## src/hw/reis_pkg.sv

```systemverilog
// constants and types for the receiver enable and io supply register slice
package reis_pkg;

  // bus geometry
  localparam int unsigned ADDR_W = 8;
  localparam int unsigned DATA_W = 32;
  localparam int unsigned REG_W  = 8;
  localparam int unsigned IDX_W  = 6;
  localparam int unsigned PIN_COUNT = 8;

  // register indices; byte address is four times the index
  localparam logic [IDX_W-1:0] RX_PORT_CTRL_IDX      = 6'h0C;
  localparam logic [IDX_W-1:0] IO_SUPPLY_CONTROL_IDX = 6'h0D;
  localparam logic [IDX_W-1:0] PIN_LEVEL_STATUS_IDX  = 6'h0E;

  // reset values
  localparam logic [REG_W-1:0] RX_PORT_CTRL_RESET      = 8'h07;
  localparam logic [REG_W-1:0] IO_SUPPLY_CONTROL_RESET = 8'h09;
  localparam logic [REG_W-1:0] PIN_LEVEL_STATUS_RESET  = 8'h00;

  // field positions
  localparam int unsigned RX_PORT_A_BIT  = 0;
  localparam int unsigned RX_PORT_B_BIT  = 1;
  localparam int unsigned RX_PORT_C_BIT  = 2;
  localparam int unsigned LEVEL_SEL_BIT  = 7;
  localparam int unsigned OVERRIDE_BIT   = 6;
  localparam int unsigned MODE_MSB       = 5;
  localparam int unsigned MODE_LSB       = 4;
  localparam int unsigned RESERVED_MSB   = 3;

  // supply mode encodings
  localparam logic [1:0] SUPPLY_MODE_1V8 = 2'h0;
  localparam logic [1:0] SUPPLY_MODE_3V3 = 2'h3;

  // io supply control fields as held or as applied
  typedef struct packed {
    logic       level_sel;
    logic       override;
    logic [1:0] mode;
  } reis_io_supply_control_t;

endpackage : reis_pkg

```

## src/hw/reis_pin_sampler.sv

```systemverilog
// sampling flops for the general-purpose pin levels
`timescale 1ns/1ps
module reis_pin_sampler
  import reis_pkg::*;
(
  input  wire logic                 pclk,
  input  wire logic                 presetn,
  input  wire logic                 pce,
  input  wire logic [PIN_COUNT-1:0] pin_level_in,
  output logic      [PIN_COUNT-1:0] pin_level_bits
);

  // pins are synchronous; one flop keeps the read path short
  always_ff @(posedge pclk or negedge presetn) begin
    if (!presetn) begin
      pin_level_bits <= PIN_LEVEL_STATUS_RESET;
    end else if (pce) begin
      pin_level_bits <= pin_level_in;
    end
  end

endmodule : reis_pin_sampler

```

## src/hw/reis_regs.sv

```systemverilog
// apb register slice: receiver enables, io supply control, pin status
`timescale 1ns/1ps
module reis_regs
  import reis_pkg::*;
(
  input  wire logic                 pclk,
  input  wire logic                 presetn,
  input  wire logic                 pce,
  input  wire logic                 psel,
  input  wire logic                 penable,
  input  wire logic                 pwrite,
  input  wire logic [ADDR_W-1:0]    paddr,
  input  wire logic [DATA_W-1:0]    pwdata,
  input  wire logic [3:0]           pstrb,
  output logic      [DATA_W-1:0]    prdata,
  output logic                      pready,
  output logic                      pslverr,
  input  wire logic                 io_level_detect,
  input  wire logic [PIN_COUNT-1:0] pin_level_in,
  output logic                      rx_port_a_enable,
  output logic                      rx_port_b_enable,
  output logic                      rx_port_c_enable,
  output logic                      high_voltage_level_select,
  output logic                      supply_level_override,
  output logic      [1:0]           supply_mode
);

  // decode of one register word
  function automatic logic addr_hits(input logic [ADDR_W-1:0] addr,
                                     input logic [IDX_W-1:0]  idx);
    return addr == {idx, 2'b00};
  endfunction : addr_hits

  logic [2:0]           rx_port_en;
  reis_io_supply_control_t         io_wr;
  reis_io_supply_control_t         io_eff;
  logic [PIN_COUNT-1:0] pin_level_bits;
  logic                 hit_port;
  logic                 hit_io;
  logic                 hit_pin;
  logic                 mapped;
  logic                 wr_en;
  logic                 setup;
  logic [REG_W-1:0]     next_rbyte;
  logic                 capture;
  logic                 rd_loaded;

  // address decode and phase strobes
  assign hit_port = addr_hits(paddr, RX_PORT_CTRL_IDX);
  assign hit_io   = addr_hits(paddr, IO_SUPPLY_CONTROL_IDX);
  assign hit_pin  = addr_hits(paddr, PIN_LEVEL_STATUS_IDX);
  assign mapped   = hit_port | hit_io | hit_pin;
  assign setup    = pce & psel & ~penable;
  // a setup edge lost to a low clock enable is made up in the access phase,
  // otherwise a read would hand back whatever word was fetched before
  assign capture  = setup | (pce & psel & penable & ~rd_loaded);
  // byte lane 0 carries every field; other lanes hold nothing
  assign wr_en    = psel & penable & pready & pwrite & pstrb[0];

  // zero wait states normally; one more after a frozen setup edge
  assign pready  = pce & (~penable | rd_loaded);
  assign pslverr = psel & penable & ~mapped;

  // live pin levels
  reis_pin_sampler u_pin_sampler (
    .pclk           (pclk),
    .presetn        (presetn),
    .pce            (pce),
    .pin_level_in   (pin_level_in),
    .pin_level_bits (pin_level_bits)
  );

  // receiver enables
  always_ff @(posedge pclk or negedge presetn) begin
    if (!presetn) begin
      rx_port_en <= RX_PORT_CTRL_RESET[2:0];
    end else if (wr_en && hit_port) begin
      rx_port_en <= pwdata[2:0];
    end
  end

  // written io supply fields; reserved bits are never stored
  always_ff @(posedge pclk or negedge presetn) begin
    if (!presetn) begin
      io_wr.level_sel <= IO_SUPPLY_CONTROL_RESET[LEVEL_SEL_BIT];
      io_wr.override  <= IO_SUPPLY_CONTROL_RESET[OVERRIDE_BIT];
      io_wr.mode      <= IO_SUPPLY_CONTROL_RESET[MODE_MSB:MODE_LSB];
    end else if (wr_en && hit_io) begin
      io_wr.level_sel <= pwdata[LEVEL_SEL_BIT];
      io_wr.override  <= pwdata[OVERRIDE_BIT];
      io_wr.mode      <= pwdata[MODE_MSB:MODE_LSB];
    end
  end

  // applied supply settings: detected level unless overridden
  always_comb begin
    if (io_wr.override) begin
      io_eff = io_wr;
    end else begin
      io_eff.level_sel = io_level_detect;
      io_eff.override  = 1'b0;
      io_eff.mode      = io_level_detect ? SUPPLY_MODE_3V3 : SUPPLY_MODE_1V8;
    end
  end

  assign rx_port_a_enable          = rx_port_en[RX_PORT_A_BIT];
  assign rx_port_b_enable          = rx_port_en[RX_PORT_B_BIT];
  assign rx_port_c_enable          = rx_port_en[RX_PORT_C_BIT];
  assign high_voltage_level_select = io_eff.level_sel;
  assign supply_level_override     = io_wr.override;
  assign supply_mode               = io_eff.mode;

  // read mux; reads show applied values so detection is visible
  always_comb begin
    next_rbyte = '0;
    if (hit_port) begin
      next_rbyte[2:0] = rx_port_en;
    end else if (hit_io) begin
      next_rbyte[LEVEL_SEL_BIT]         = io_eff.level_sel;
      next_rbyte[OVERRIDE_BIT]          = io_wr.override;
      next_rbyte[MODE_MSB:MODE_LSB]     = io_eff.mode;
      next_rbyte[RESERVED_MSB:0]        = '0;
    end else if (hit_pin) begin
      next_rbyte = pin_level_bits;
    end
  end

  // read data captured ahead of the completing edge so prdata comes from a flop
  always_ff @(posedge pclk or negedge presetn) begin
    if (!presetn) begin
      prdata <= '0;
    end else if (capture) begin
      prdata <= {{(DATA_W-REG_W){1'b0}}, next_rbyte};
    end
  end

  // set once prdata holds this transfer's word, cleared as the transfer ends
  always_ff @(posedge pclk or negedge presetn) begin
    if (!presetn) begin
      rd_loaded <= 1'b0;
    end else if (pce) begin
      rd_loaded <= psel & ~(penable & pready) & (rd_loaded | capture);
    end
  end
endmodule : reis_regs

```

## config.mk

```make
export PLATFORM = sky130hd
export DESIGN_NAME = reis_regs
export DESIGN_NICKNAME = d
export VERILOG_FILES = /design/src/hw/reis_pkg.sv /design/src/hw/reis_pin_sampler.sv /design/src/hw/reis_regs.sv
export SDC_FILE = /design/constraint.sdc
export NUM_CORES = 1
export LEC_CHECK = 0
export ABC_AREA = 1
export BUFFER_PORTS_ARGS = -buffer_cell sky130_fd_sc_hd__buf_2
export CAP_MARGIN = 20
export CORE_AREA = 2 2 70 65
export CTS_CLUSTER_DIAMETER = 200
export CTS_CLUSTER_SIZE = 12
export DETAILED_ROUTE_END_ITERATION = 8
export DIE_AREA = 0 0 72 67
export PLACE_DENSITY = 0.73
export SLEW_MARGIN = 20
export SYNTH_ARGS = -nofsm -noshare
export SYNTH_HDL_FRONTEND = slang
export SYNTH_SLANG_ARGS = --single-unit
```

## constraint.sdc

```tcl
create_clock -name pclk -period 1.15 [get_ports pclk]
set_clock_uncertainty 0.05 [all_clocks]
set_input_delay 0.2875 -clock pclk [delete_from_list [all_inputs] [get_ports pclk]]
set_output_delay 0.2875 -clock pclk [all_outputs]
set_load 0.02 [all_outputs]
```

==> metrics.txt, run 1 <==
status finished, violations left; failing checks negative setup slack; post-synth cell types 22; H-tree depth 1; Max Cap Viol 0; effective utilization at floorplan 35.9%; P_sw roughly 540 uW; # diodes 0; final setup vio count 17; Worst setup EP type output pin; routed length per instance 11.9 um; maximum vdd drop about 470 uV; Synth area leaders dfrtp_1 (36%), nand2_1 (16%), buf_4 (13%); Pre-Repair DR Iteration Count 4; fin area 2300 sq um; Fin. Hold Viols 0; Total Routing Usage GR 15.7%; most frequent cells in the layout nand2_1 (44), buf_4 (31), buf_2 (26), conb_1 (24), buf_6 (23); setup_tns -2.17 ns; Synth top area share 36.2%; highest clock rate between 0.7 and 0.8 GHz; placer congestion estimate 0.787; WP data required 0.81 ns; Min Clock Period, post-route 1.38 ns; grt ovf 0; Clock transition at path regs 0.08 ns; max incr delay on CP approximately 0.45 ns; Leak ~0.0012 uW; final WL around 3700 um; synth warn 0; Synth Cell Area 1450 sq um; I/O Pins 100; dpl cell area 1830 sq um; vias around 1.4k; largest net degree at the start of global routing 25; Nets 320; combinational share of power 23.4%; hold crit path type in2reg; Clock Latency Late Sink roughly 0.26 ns; worst setup margin -0.227 ns; most common cell after layout, fill and taps aside nand2_1; # DRC 0; Vias/cell 4.38; vias in the first global route 1294; CTS tree built; first-pass GRT wire length between 5000 and 6000 um; Mean Syn Cell Area about 8.3 sq um; gate count of the mapped netlist 174; critical path class reg2out; CORE AREA 4050 sq um; HPWL Detailed 2620 um; Core Util, Final 56.9%; sequential share of power between 40% and 50%; Core Rows 22; die width 72 um; Die Y approximately 67 um; Slew Viols, Final 0; Clock power frac 29.6%; PwrDens 831 nW/um^2; 1st-iter DRT viols between 70 and 80; crit-path cells inv_2 -> nand2_4 -> nand2_2 -> buf_6; share of layout cells above drive strength 1 56.2%; Max clock buf depth 2; initial antenna violation count 0; root buf cell clkbuf_8; Crit Path Max Fanout 6; Int Power 1370 uW; CP arrival 1.04 ns; Area Growth Syn to Fin 58.6%; area leader, netlist dfrtp_1; slowest stage cell, crit path dfrtp_2; clock sink count 24; Sw Share 28.2%; Final ANT Viol Nets 0; IO buf count 47; synthesized flop and latch total 24; total chip power about 1900 uW; CP Launch Type flip-flop; Seq/Total Area, Yosys a little over two fifths; Tcrit/Tclk final 120%; full die area around 4800 sq um; total CTS buffers 3; RSZ-0062 raised after global routing yes
per-layer routing:
layer | wire length, um | track usage (%) | part of all wire (%) | vias up
met5 | 0 | 0 | 0 | -
met4 | 8 | 2.12 | 0.22 | 0
met3 | 184 | 3.03 | 5.0 | 2
met1 | 1500 | 19.8 | 41 | 623
li1 | - | - | - | 677
met2 | 1970 | 28.6 | 54 | 48
layout make-up:
| type | instances | area, sq um |
|---|---|---|
| Fill cell | 382 | 1740 |
| Tap cell | 48 | 60.1 |
| Inverter | 12 | 65.1 |
| Timing Repair Buffer | 83 | 672 |
| Multi-Input combinational cell | 136 | 838 |
| Sequential cell | 24 | 606 |
| Clock buffer | 4 | 55.1 |
| Timing Repair inverter | 1 | 7.51 |
worst max-delay path, delay by kind of cell (launching register included):
| family | cells | cell delay [ns] |
|---|---|---|
| buf+inv | 2 | 0.20 |
| flops | 1 | 0.45 |
| simple gates | 2 | 0.14 |
metrics by stage:
step | cells | hold WS, ns | setup WS [ns]
after floorplan | 197 | -0.0581 | -0.101
after global placement | 285 | 0.184 | -0.328
after detailed placement | 285 | 0.188 | -0.387
after CTS | 299 | 0.175 | -0.242
after global routing | 308 | 0.179 | -0.291
final | 308 | 0.184 | -0.227
sequential cells by signal, indices dropped and copies added, names as in the netlist:
register and cells:
rd_loaded 1, supply_level_override 1, u_pin_sampler.pin_level_bits 8, prdata 8, io_wr 3, rx_port_en 3
cell usage after synthesis:
master    count
nand2_1      61
buf_4        25
nand3_1      24
dfrtp_1      21
inv_1         9
mux2_2        8
nor2_1        4
dfstp_2       3
nor2_4        3
inv_2         2
nand2_4       2
nor2_2        2
a21oi_4       1
buf_6         1
clkinv_1      1
conb_1        1
nand3_2       1
nor2_8        1
nor3_1        1
o21ai_0       1
o21ai_1       1
o21ai_4       1
cell families after synthesis:
kind of cell | count (synthesis) | share of synthesized area (%)
simple gates | 99 | 32.2
buf+inv | 38 | 16.8
mux | 8 | 6.20
other cells | 1 | 0.258
flops | 24 | 41.6
compound gates | 4 | 2.93
power groups by stage:
stage / clock (uW) / sequential (uW) / combinational [uW]
6_report: 567 / 900 / 447
5_1_grt: 624 / 905 / 481
4_1_cts: 581 / 899 / 401
3_5_place_dp: 0 / 914 / 351
3_3_place_gp: 0 / 913 / 345
2_1_floorplan: 0 / 913 / 260
worst paths after layout:
check,startpoint,to,slack [ns],cells after the start
setup / recovery,supply_level_override,supply_mode[1],-0.23,4
min in group asynchronous,presetn,prdata[1],0.43,3
hold reg to reg,io_wr[1],io_wr[1],0.44,2
setup reg to reg,rd_loaded,prdata[0],-0.11,5
hold / removal,pwdata[0],rx_port_en[0],0.18,3
max in group asynchronous,presetn,rx_port_en[2],0.39,3
what timing repair did:
item                                    4_1_cts  5_1_grt
gates resized for setup                      37       46
gates cloned                                  2        0
hold endpoints to repair                     21        0
pin swaps                                    13       15
hold buffers                                  1        0
setup buffers                                 7        9
endpoints found under the setup margin       23       30
Power figures use the tool's default switching activity.
==> run 2: changes to the inputs <==
--- a/config.mk
+++ b/config.mk
@@ -14,7 +14,7 @@
 export DETAILED_ROUTE_END_ITERATION = 8
 export DIE_AREA = 0 0 72 67
 export PLACE_DENSITY = 0.73
-export SLEW_MARGIN = 20
+export REMOVE_ABC_BUFFERS = 1
 export SYNTH_ARGS = -nofsm -noshare
 export SYNTH_HDL_FRONTEND = slang
 export SYNTH_SLANG_ARGS = --single-unit
==> run 2 against run 1 <==
- the flow still finishes with violations (negative setup slack)
- count of clock-buffer cells in the layout unchanged
- combinational power down 4%
- power shrank 0.51%
- sequential share of layout area down 0.10 points
- register-to-register slack better by 0.06 ns
- non-clock buffer count rose by 6
- worst hold slack got worse by 0.0085 ns
- first-iteration DRC count is 28% lower
- via count increased by 3.4%
- fmax is 3.3% lower
- critical path type unchanged
- largest cell class unchanged
- largest power group unchanged
- highest routed layer unchanged
==> metrics.txt, run 2 (synthesis gave the netlist of run 1 again) <==
status finished, violations left (unchanged); failing checks negative setup slack (unchanged); max incr delay on CP 0.47 ns (was 0.45 ns); fin area 2320 sq um (was 2300 sq um); Leak 0.00127 uW (was 0.00123 uW); slowest stage cell, crit path dfrtp_2 (unchanged); maximum vdd drop 413 uV (was 471 uV); vias in the first global route 1320 (was 1294); highest clock rate 0.702 GHz (was 0.726 GHz); hold crit path type in2reg (unchanged); Pre-Repair DR Iteration Count 4 (unchanged); # DRC 0 (unchanged); measured slew at the worst slew-check pin 0.546 ns; initial antenna violation count 0 (unchanged); placer congestion estimate 0.804 (was 0.787); Clock Latency Late Sink 0.27 ns (was 0.26 ns); PwrDens 822 nW/um^2 (was 831 nW/um^2); CP Launch Type flip-flop (unchanged); Max Cap Viol 0 (unchanged); CP arrival 1.09 ns (was 1.04 ns); root buf cell clkbuf_8 (unchanged); routed length per instance 12.9 um (was 11.9 um); grt ovf 0 (unchanged); clock sink count 24 (unchanged); Worst setup EP type output pin (unchanged); H-tree depth 1 (unchanged); Max clock buf depth 2 (unchanged); WP data required 0.81 ns (about the same); first-pass GRT wire length 5730 um (was 5860 um); crit path to supply_mode[1] (unchanged); biggest regs prdata: 8 flops, u_pin_sampler.pin_level_bits: 8 flops (unchanged); # diodes 0 (unchanged); final WL 4050 um (was 3670 um); CTS tree built (unchanged); Critical Path Source supply_level_override (unchanged); Area Growth Syn to Fin 59.5% (was 58.6%); relative slew slack 63.6%; Die Y 67 um (unchanged); 1st-iter DRT viols 55 (was 76); worst setup margin -0.274 ns (was -0.227 ns); dpl cell area 1740 sq um (was 1830 sq um); crit-path cells inv_2 -> nand2_4 -> nand2_2 -> buf_6 (unchanged); IO buf count 47 (unchanged); Multi-input gate area 812 sq um (was 838 sq um); Fillers 369 (was 382); setup_tns -1.88 ns (was -2.17 ns); total CTS buffers 3 (unchanged); Fin. Hold Viols 0 (unchanged); most frequent cells in the layout nand2_1 (48), buf_4 (38), buf_6 (26), conb_1 (24), buf_2 (22) (was nand2_1 (44), buf_4 (31), buf_2 (26), conb_1 (24), buf_6 (23)); R2R Path Start supply_level_override (was rd_loaded); Crit Path Max Fanout 7 (was 6); Tcrit/Tclk final 124% (was 120%); RR Endpoint prdata[5] (was prdata[0]); full die area 4820 sq um (unchanged); most common cell after layout, fill and taps aside nand2_1 (unchanged); share of layout cells above drive strength 1 54.7% (was 56.2%); final setup vio count 17 (unchanged); Sequential cell area 607 sq um (was 606 sq um); R2R Setup Slk -0.05 ns (was -0.11 ns); largest net degree at the start of global routing 25 (unchanged); die width 72 um (unchanged); I/O Pins 100 (unchanged); vias 1396 (was 1350); effective utilization at floorplan 35.9% (unchanged); Clock transition at path regs 0.08 ns (about the same); R2R cell count 8 (was 5); Core Rows 22 (unchanged); critical path class reg2out (unchanged); RSZ-0062 raised after global routing yes (unchanged); Slew Viols, Final 0 (unchanged); Total Routing Usage GR 15.7% (about the same); Final ANT Viol Nets 0 (unchanged); Min Clock Period, post-route 1.42 ns (was 1.38 ns); Nets 325 (was 320); CORE AREA 4050 sq um (unchanged); total chip power 1900 uW (was 1910 uW); Vias/cell 4.46 (was 4.38); HPWL Detailed 2570 um (was 2620 um)
## run 2: worst max-delay path: cells and delay by family (launching register included)
family / cells / cell delay, ns
and+or+nand+nor: 2 / 0.15
DFF: 1 / 0.47
buffers and inverters: 2 / 0.21
## run 2: how the worst min path moves through the flow
stage | startpoint | endpoint | slack [ns] | cells after the start
finish | pwdata[2] | rx_port_en[2] | 0.18 | 3
global route | pwdata[1] | rx_port_en[1] | 0.18 | 3
CTS | pwdata[2] | rx_port_en[2] | 0.18 | 3
detailed placement | presetn | prdata[7] | 0.25 | 1
global placement | presetn | prdata[4] | 0.24 | 1
floorplan | presetn | io_wr[0] | -0.06 | 0
## run 2: repair_timing
action,4_1_cts,5_1_grt
endpoints found under the setup margin,19,29
gates resized for setup,55,38
endpoints found under the hold margin,21,0
gates cloned,0,1
pin swaps,18,17
buffers inserted,19,10
hold buffers,1,0
## run 2: per-stage QoR
step	utilization, %	std cells	setup slack (ns)	hold slack (ns)
after floorplan	-	171	-0.268	-0.0581
after global placement	43.0	280	-0.288	0.240
after detailed placement	43.0	280	-0.271	0.253
after CTS	52.3	304	-0.259	0.177
after global routing	57.3	313	-0.323	0.182
final	57.3	313	-0.274	0.175
## run 2: where the power goes
group	switching, uW	total (uW)	internal [uW]
combinational	249	431	182
sequential	21.2	900	878
clock	268	574	306
## run 2: cell type report
| type | instances | area share [%] |
|---|---|---|
| Inverter | 12 | 2.38 |
| Clock buffer | 4 | 2.38 |
| Sequential cell | 24 | 26.2 |
| Multi-Input combinational cell | 136 | 35.0 |
| Timing Repair Buffer | 89 | 31.4 |
| Tap cell | 48 | 2.59 |
## run 2: routing by layer
metal / track usage, % / wire length (um) / up-vias
met5: 0 / 0 / -
met2: 27.9 / 2060 / 64
met1: 18.1 / 1670 / 634
met4: 4.72 / 82 / 0
met3: 4.69 / 241 / 9
li1: - / - / 689
==> run 3: changes to the inputs <==
--- a/config.mk
+++ b/config.mk
@@ -8,13 +8,14 @@
 export ABC_AREA = 1
 export BUFFER_PORTS_ARGS = -buffer_cell sky130_fd_sc_hd__buf_2
 export CAP_MARGIN = 20
-export CORE_AREA = 2 2 70 65
+export CORE_AREA = 2 2 77 72
 export CTS_CLUSTER_DIAMETER = 200
 export CTS_CLUSTER_SIZE = 12
 export DETAILED_ROUTE_END_ITERATION = 8
-export DIE_AREA = 0 0 72 67
-export PLACE_DENSITY = 0.73
+export DIE_AREA = 0 0 79 74
+export PLACE_DENSITY = 0.62
 export REMOVE_ABC_BUFFERS = 1
+export SETUP_SLACK_MARGIN = 0.1
 export SYNTH_ARGS = -nofsm -noshare
 export SYNTH_HDL_FRONTEND = slang
 export SYNTH_SLANG_ARGS = --single-unit
==> run 3 against run 2 <==
- the run still ends with negative setup slack left
- count of clock-buffer cells in the layout fell by 1
- clock power is 29% higher
- power rose by 8.1%
- first-iteration DRC count up 51%
- register-to-register slack gained 0.03 ns
- sequential share of layout area increased by 0.13 points
- cell count rose by 2.9%
- combinational power fell by 2%
- design area decreased by 0.49%
- sequential cell count unchanged
- worst hold slack better by 0.013 ns
- critical path type unchanged
- critical endpoint is now high_voltage_level_select
==> metrics.txt, run 3 (synthesis gave the netlist of run 1 again) <==
initial antenna violation count 0 (unchanged); RSZ-0062 raised after global routing yes (unchanged); Hold Crit Start pwdata[0] (was pwdata[2]); 1st-iter DRT viols 83 (was 55); Final ANT Viol Nets 0 (unchanged); Clock Latency Late Sink 0.27 ns (about the same); slowest stage cell, crit path dfrtp_2 (unchanged); most frequent cells in the layout nand2_1 (31), buf_6 (28), nand2_2 (26), buf_4 (26), conb_1 (24) (was nand2_1 (48), buf_4 (38), buf_6 (26), conb_1 (24), buf_2 (22)); CP arrival 1.06 ns (was 1.09 ns); Fin. Hold Viols 0 (unchanged); placer congestion estimate 0.776 (was 0.804); highest clock rate 0.715 GHz (was 0.702 GHz); I/O Pins 100 (unchanged); CP Launch Type flip-flop (unchanged); effective utilization at floorplan 28.7% (was 35.9%); IO buf count 47 (unchanged); hold crit path type in2reg (unchanged); Nets 315 (was 325); vias in the first global route 1338 (was 1320); R2R Path Start rd_loaded (was supply_level_override); routed length per instance 11.8 um (was 12.9 um); final setup vio count 16 (was 17); Tcrit/Tclk final 122% (was 124%); Critical Path Source supply_level_override (unchanged); PwrDens 893 nW/um^2 (was 822 nW/um^2); final WL 3810 um (was 4050 um); failing checks negative setup slack (unchanged); Worst setup EP type output pin (unchanged); Slew Viols, Final 0 (unchanged); root buf cell clkbuf_8 (unchanged); maximum vdd drop 456 uV (was 413 uV); most common cell after layout, fill and taps aside nand2_1 (unchanged); Max clock buf depth 2 (unchanged); Core Rows 25 (was 22); status finished, violations left (unchanged); # diodes 0 (unchanged); crit path buf inv count 2 (unchanged); Vias/cell 4.16 (was 4.46); max incr delay on CP 0.45 ns (was 0.47 ns); first-pass GRT wire length 6130 um (was 5730 um); Pre-Repair DR Iteration Count 4 (unchanged); grt ovf 0 (unchanged); share of layout cells above drive strength 1 58.8% (was 54.7%); H-tree depth 1 (unchanged); WP data required 0.81 ns (about the same); largest net degree at the start of global routing 25 (unchanged); # DRC 0 (unchanged); critical path class reg2out (unchanged); Max Cap Viol 0 (unchanged); CTS tree built (unchanged); clock sink count 24 (unchanged); total CTS buffers 3 (unchanged); full die area 5850 sq um (was 4820 sq um); Total Routing Usage GR 13.4% (was 15.7%); Area Growth Syn to Fin 58.7% (was 59.5%); CP delay by family, top flip-flops (unchanged); crit-path cells inv_2 -> nand2_4 -> nand2_2 -> buf_6 (unchanged); biggest regs prdata: 8 flops, u_pin_sampler.pin_level_bits: 8 flops (unchanged); Crit Path Max Fanout 6 (was 7); Min Clock Period, post-route 1.40 ns (was 1.42 ns); setup_tns -1.75 ns (was -1.88 ns); vias 1340 (was 1396); Die Y 74 um (was 67 um); die width 79 um (was 72 um); worst setup margin -0.249 ns (was -0.274 ns); Clock transition at path regs 0.09 ns (was 0.08 ns); HPWL Detailed 2780 um (was 2570 um); Leak 0.00122 uW (was 0.00127 uW); CORE AREA 5070 sq um (was 4050 sq um); Core Util, Final 45.5% (was 57.3%)
[run 3: cell types whose count changed in the layout (fill, tap and decap cells not counted), sizes merged]
cell    delta
clkbuf     -1
buf       -10
bufinv     +1
[run 3: path summary, 6_finish.rpt]
path / depth (start not counted) / slack (ns) / end
worst max-delay path: 4 / -0.25 / high_voltage_level_select
worst min-delay path: 3 / 0.19 / rx_port_en[0]
worst max register to register: 6 / -0.02 / prdata[1]
worst min register to register: 2 / 0.44 / io_wr[0]
max in group asynchronous: 3 / 0.28 / rx_port_en[0]
min in group asynchronous: 3 / 0.47 / prdata[5]
[run 3: per-layer routing]
metal / up-vias / routed length (um) / global-route usage, %
met5: - / 0 / 0
met4: 0 / 8 / 2.87
met3: 2 / 205 / 2.31
met1: 621 / 1610 / 17.2
met2: 49 / 1990 / 24.1
li1: 668 / - / -
[run 3: cell type report]
class / instances / area [sq um]
tap: 67 / 83.8
inverter: 12 / 50.0
sequential: 24 / 607
multi-input combinational: 136 / 843
clock inverter: 1 / 30.0
clock buffer: 3 / 41.3
timing repair buffer: 79 / 651
fill: 498 / 2760
[run 3: timing repair]
item,4_1_cts,5_1_grt
setup buffers,12,3
gates cloned,1,0
gates resized for setup,59,42
pin swaps,10,12
hold buffers,1,0
endpoints found under the setup margin,32,32
endpoints found under the hold margin,21,0
[run 3: per-stage QoR]
step | instances | setup slack (ns) | total power, uW | instance area (sq um) | hold WS [ns]
3_5_place_dp | 301 | -0.435 | 1240 | 1780 | 0.240
6_report | 322 | -0.249 | 2060 | 2310 | 0.188
3_3_place_gp | 301 | -0.401 | 1230 | 1780 | 0.236
5_1_grt | 322 | -0.294 | 2160 | 2310 | 0.198
2_1_floorplan | 171 | -0.268 | 1090 | 1340 | -0.0581
4_1_cts | 319 | -0.269 | 2030 | 2150 | 0.173
[run 3: worst reg2reg max path: stages (launching register included)]
cell,delay [ns]
dfrtp_2,0.44
buf_6,0.13
a21oi_4,0.15
inv_4,0.07
buf_6,0.14
nand2_2,0.05
nand2_1,0.04
[run 3: power by group]
part / total [uW] / internal [uW] / leakage, uW / switching, uW
clock network: 738 / 465 / 0.0000357 / 273
logic: 422 / 178 / 0.000879 / 244
registers: 899 / 878 / 0.000302 / 20.5
total: 2060 / 1520 / 0.00122 / 538
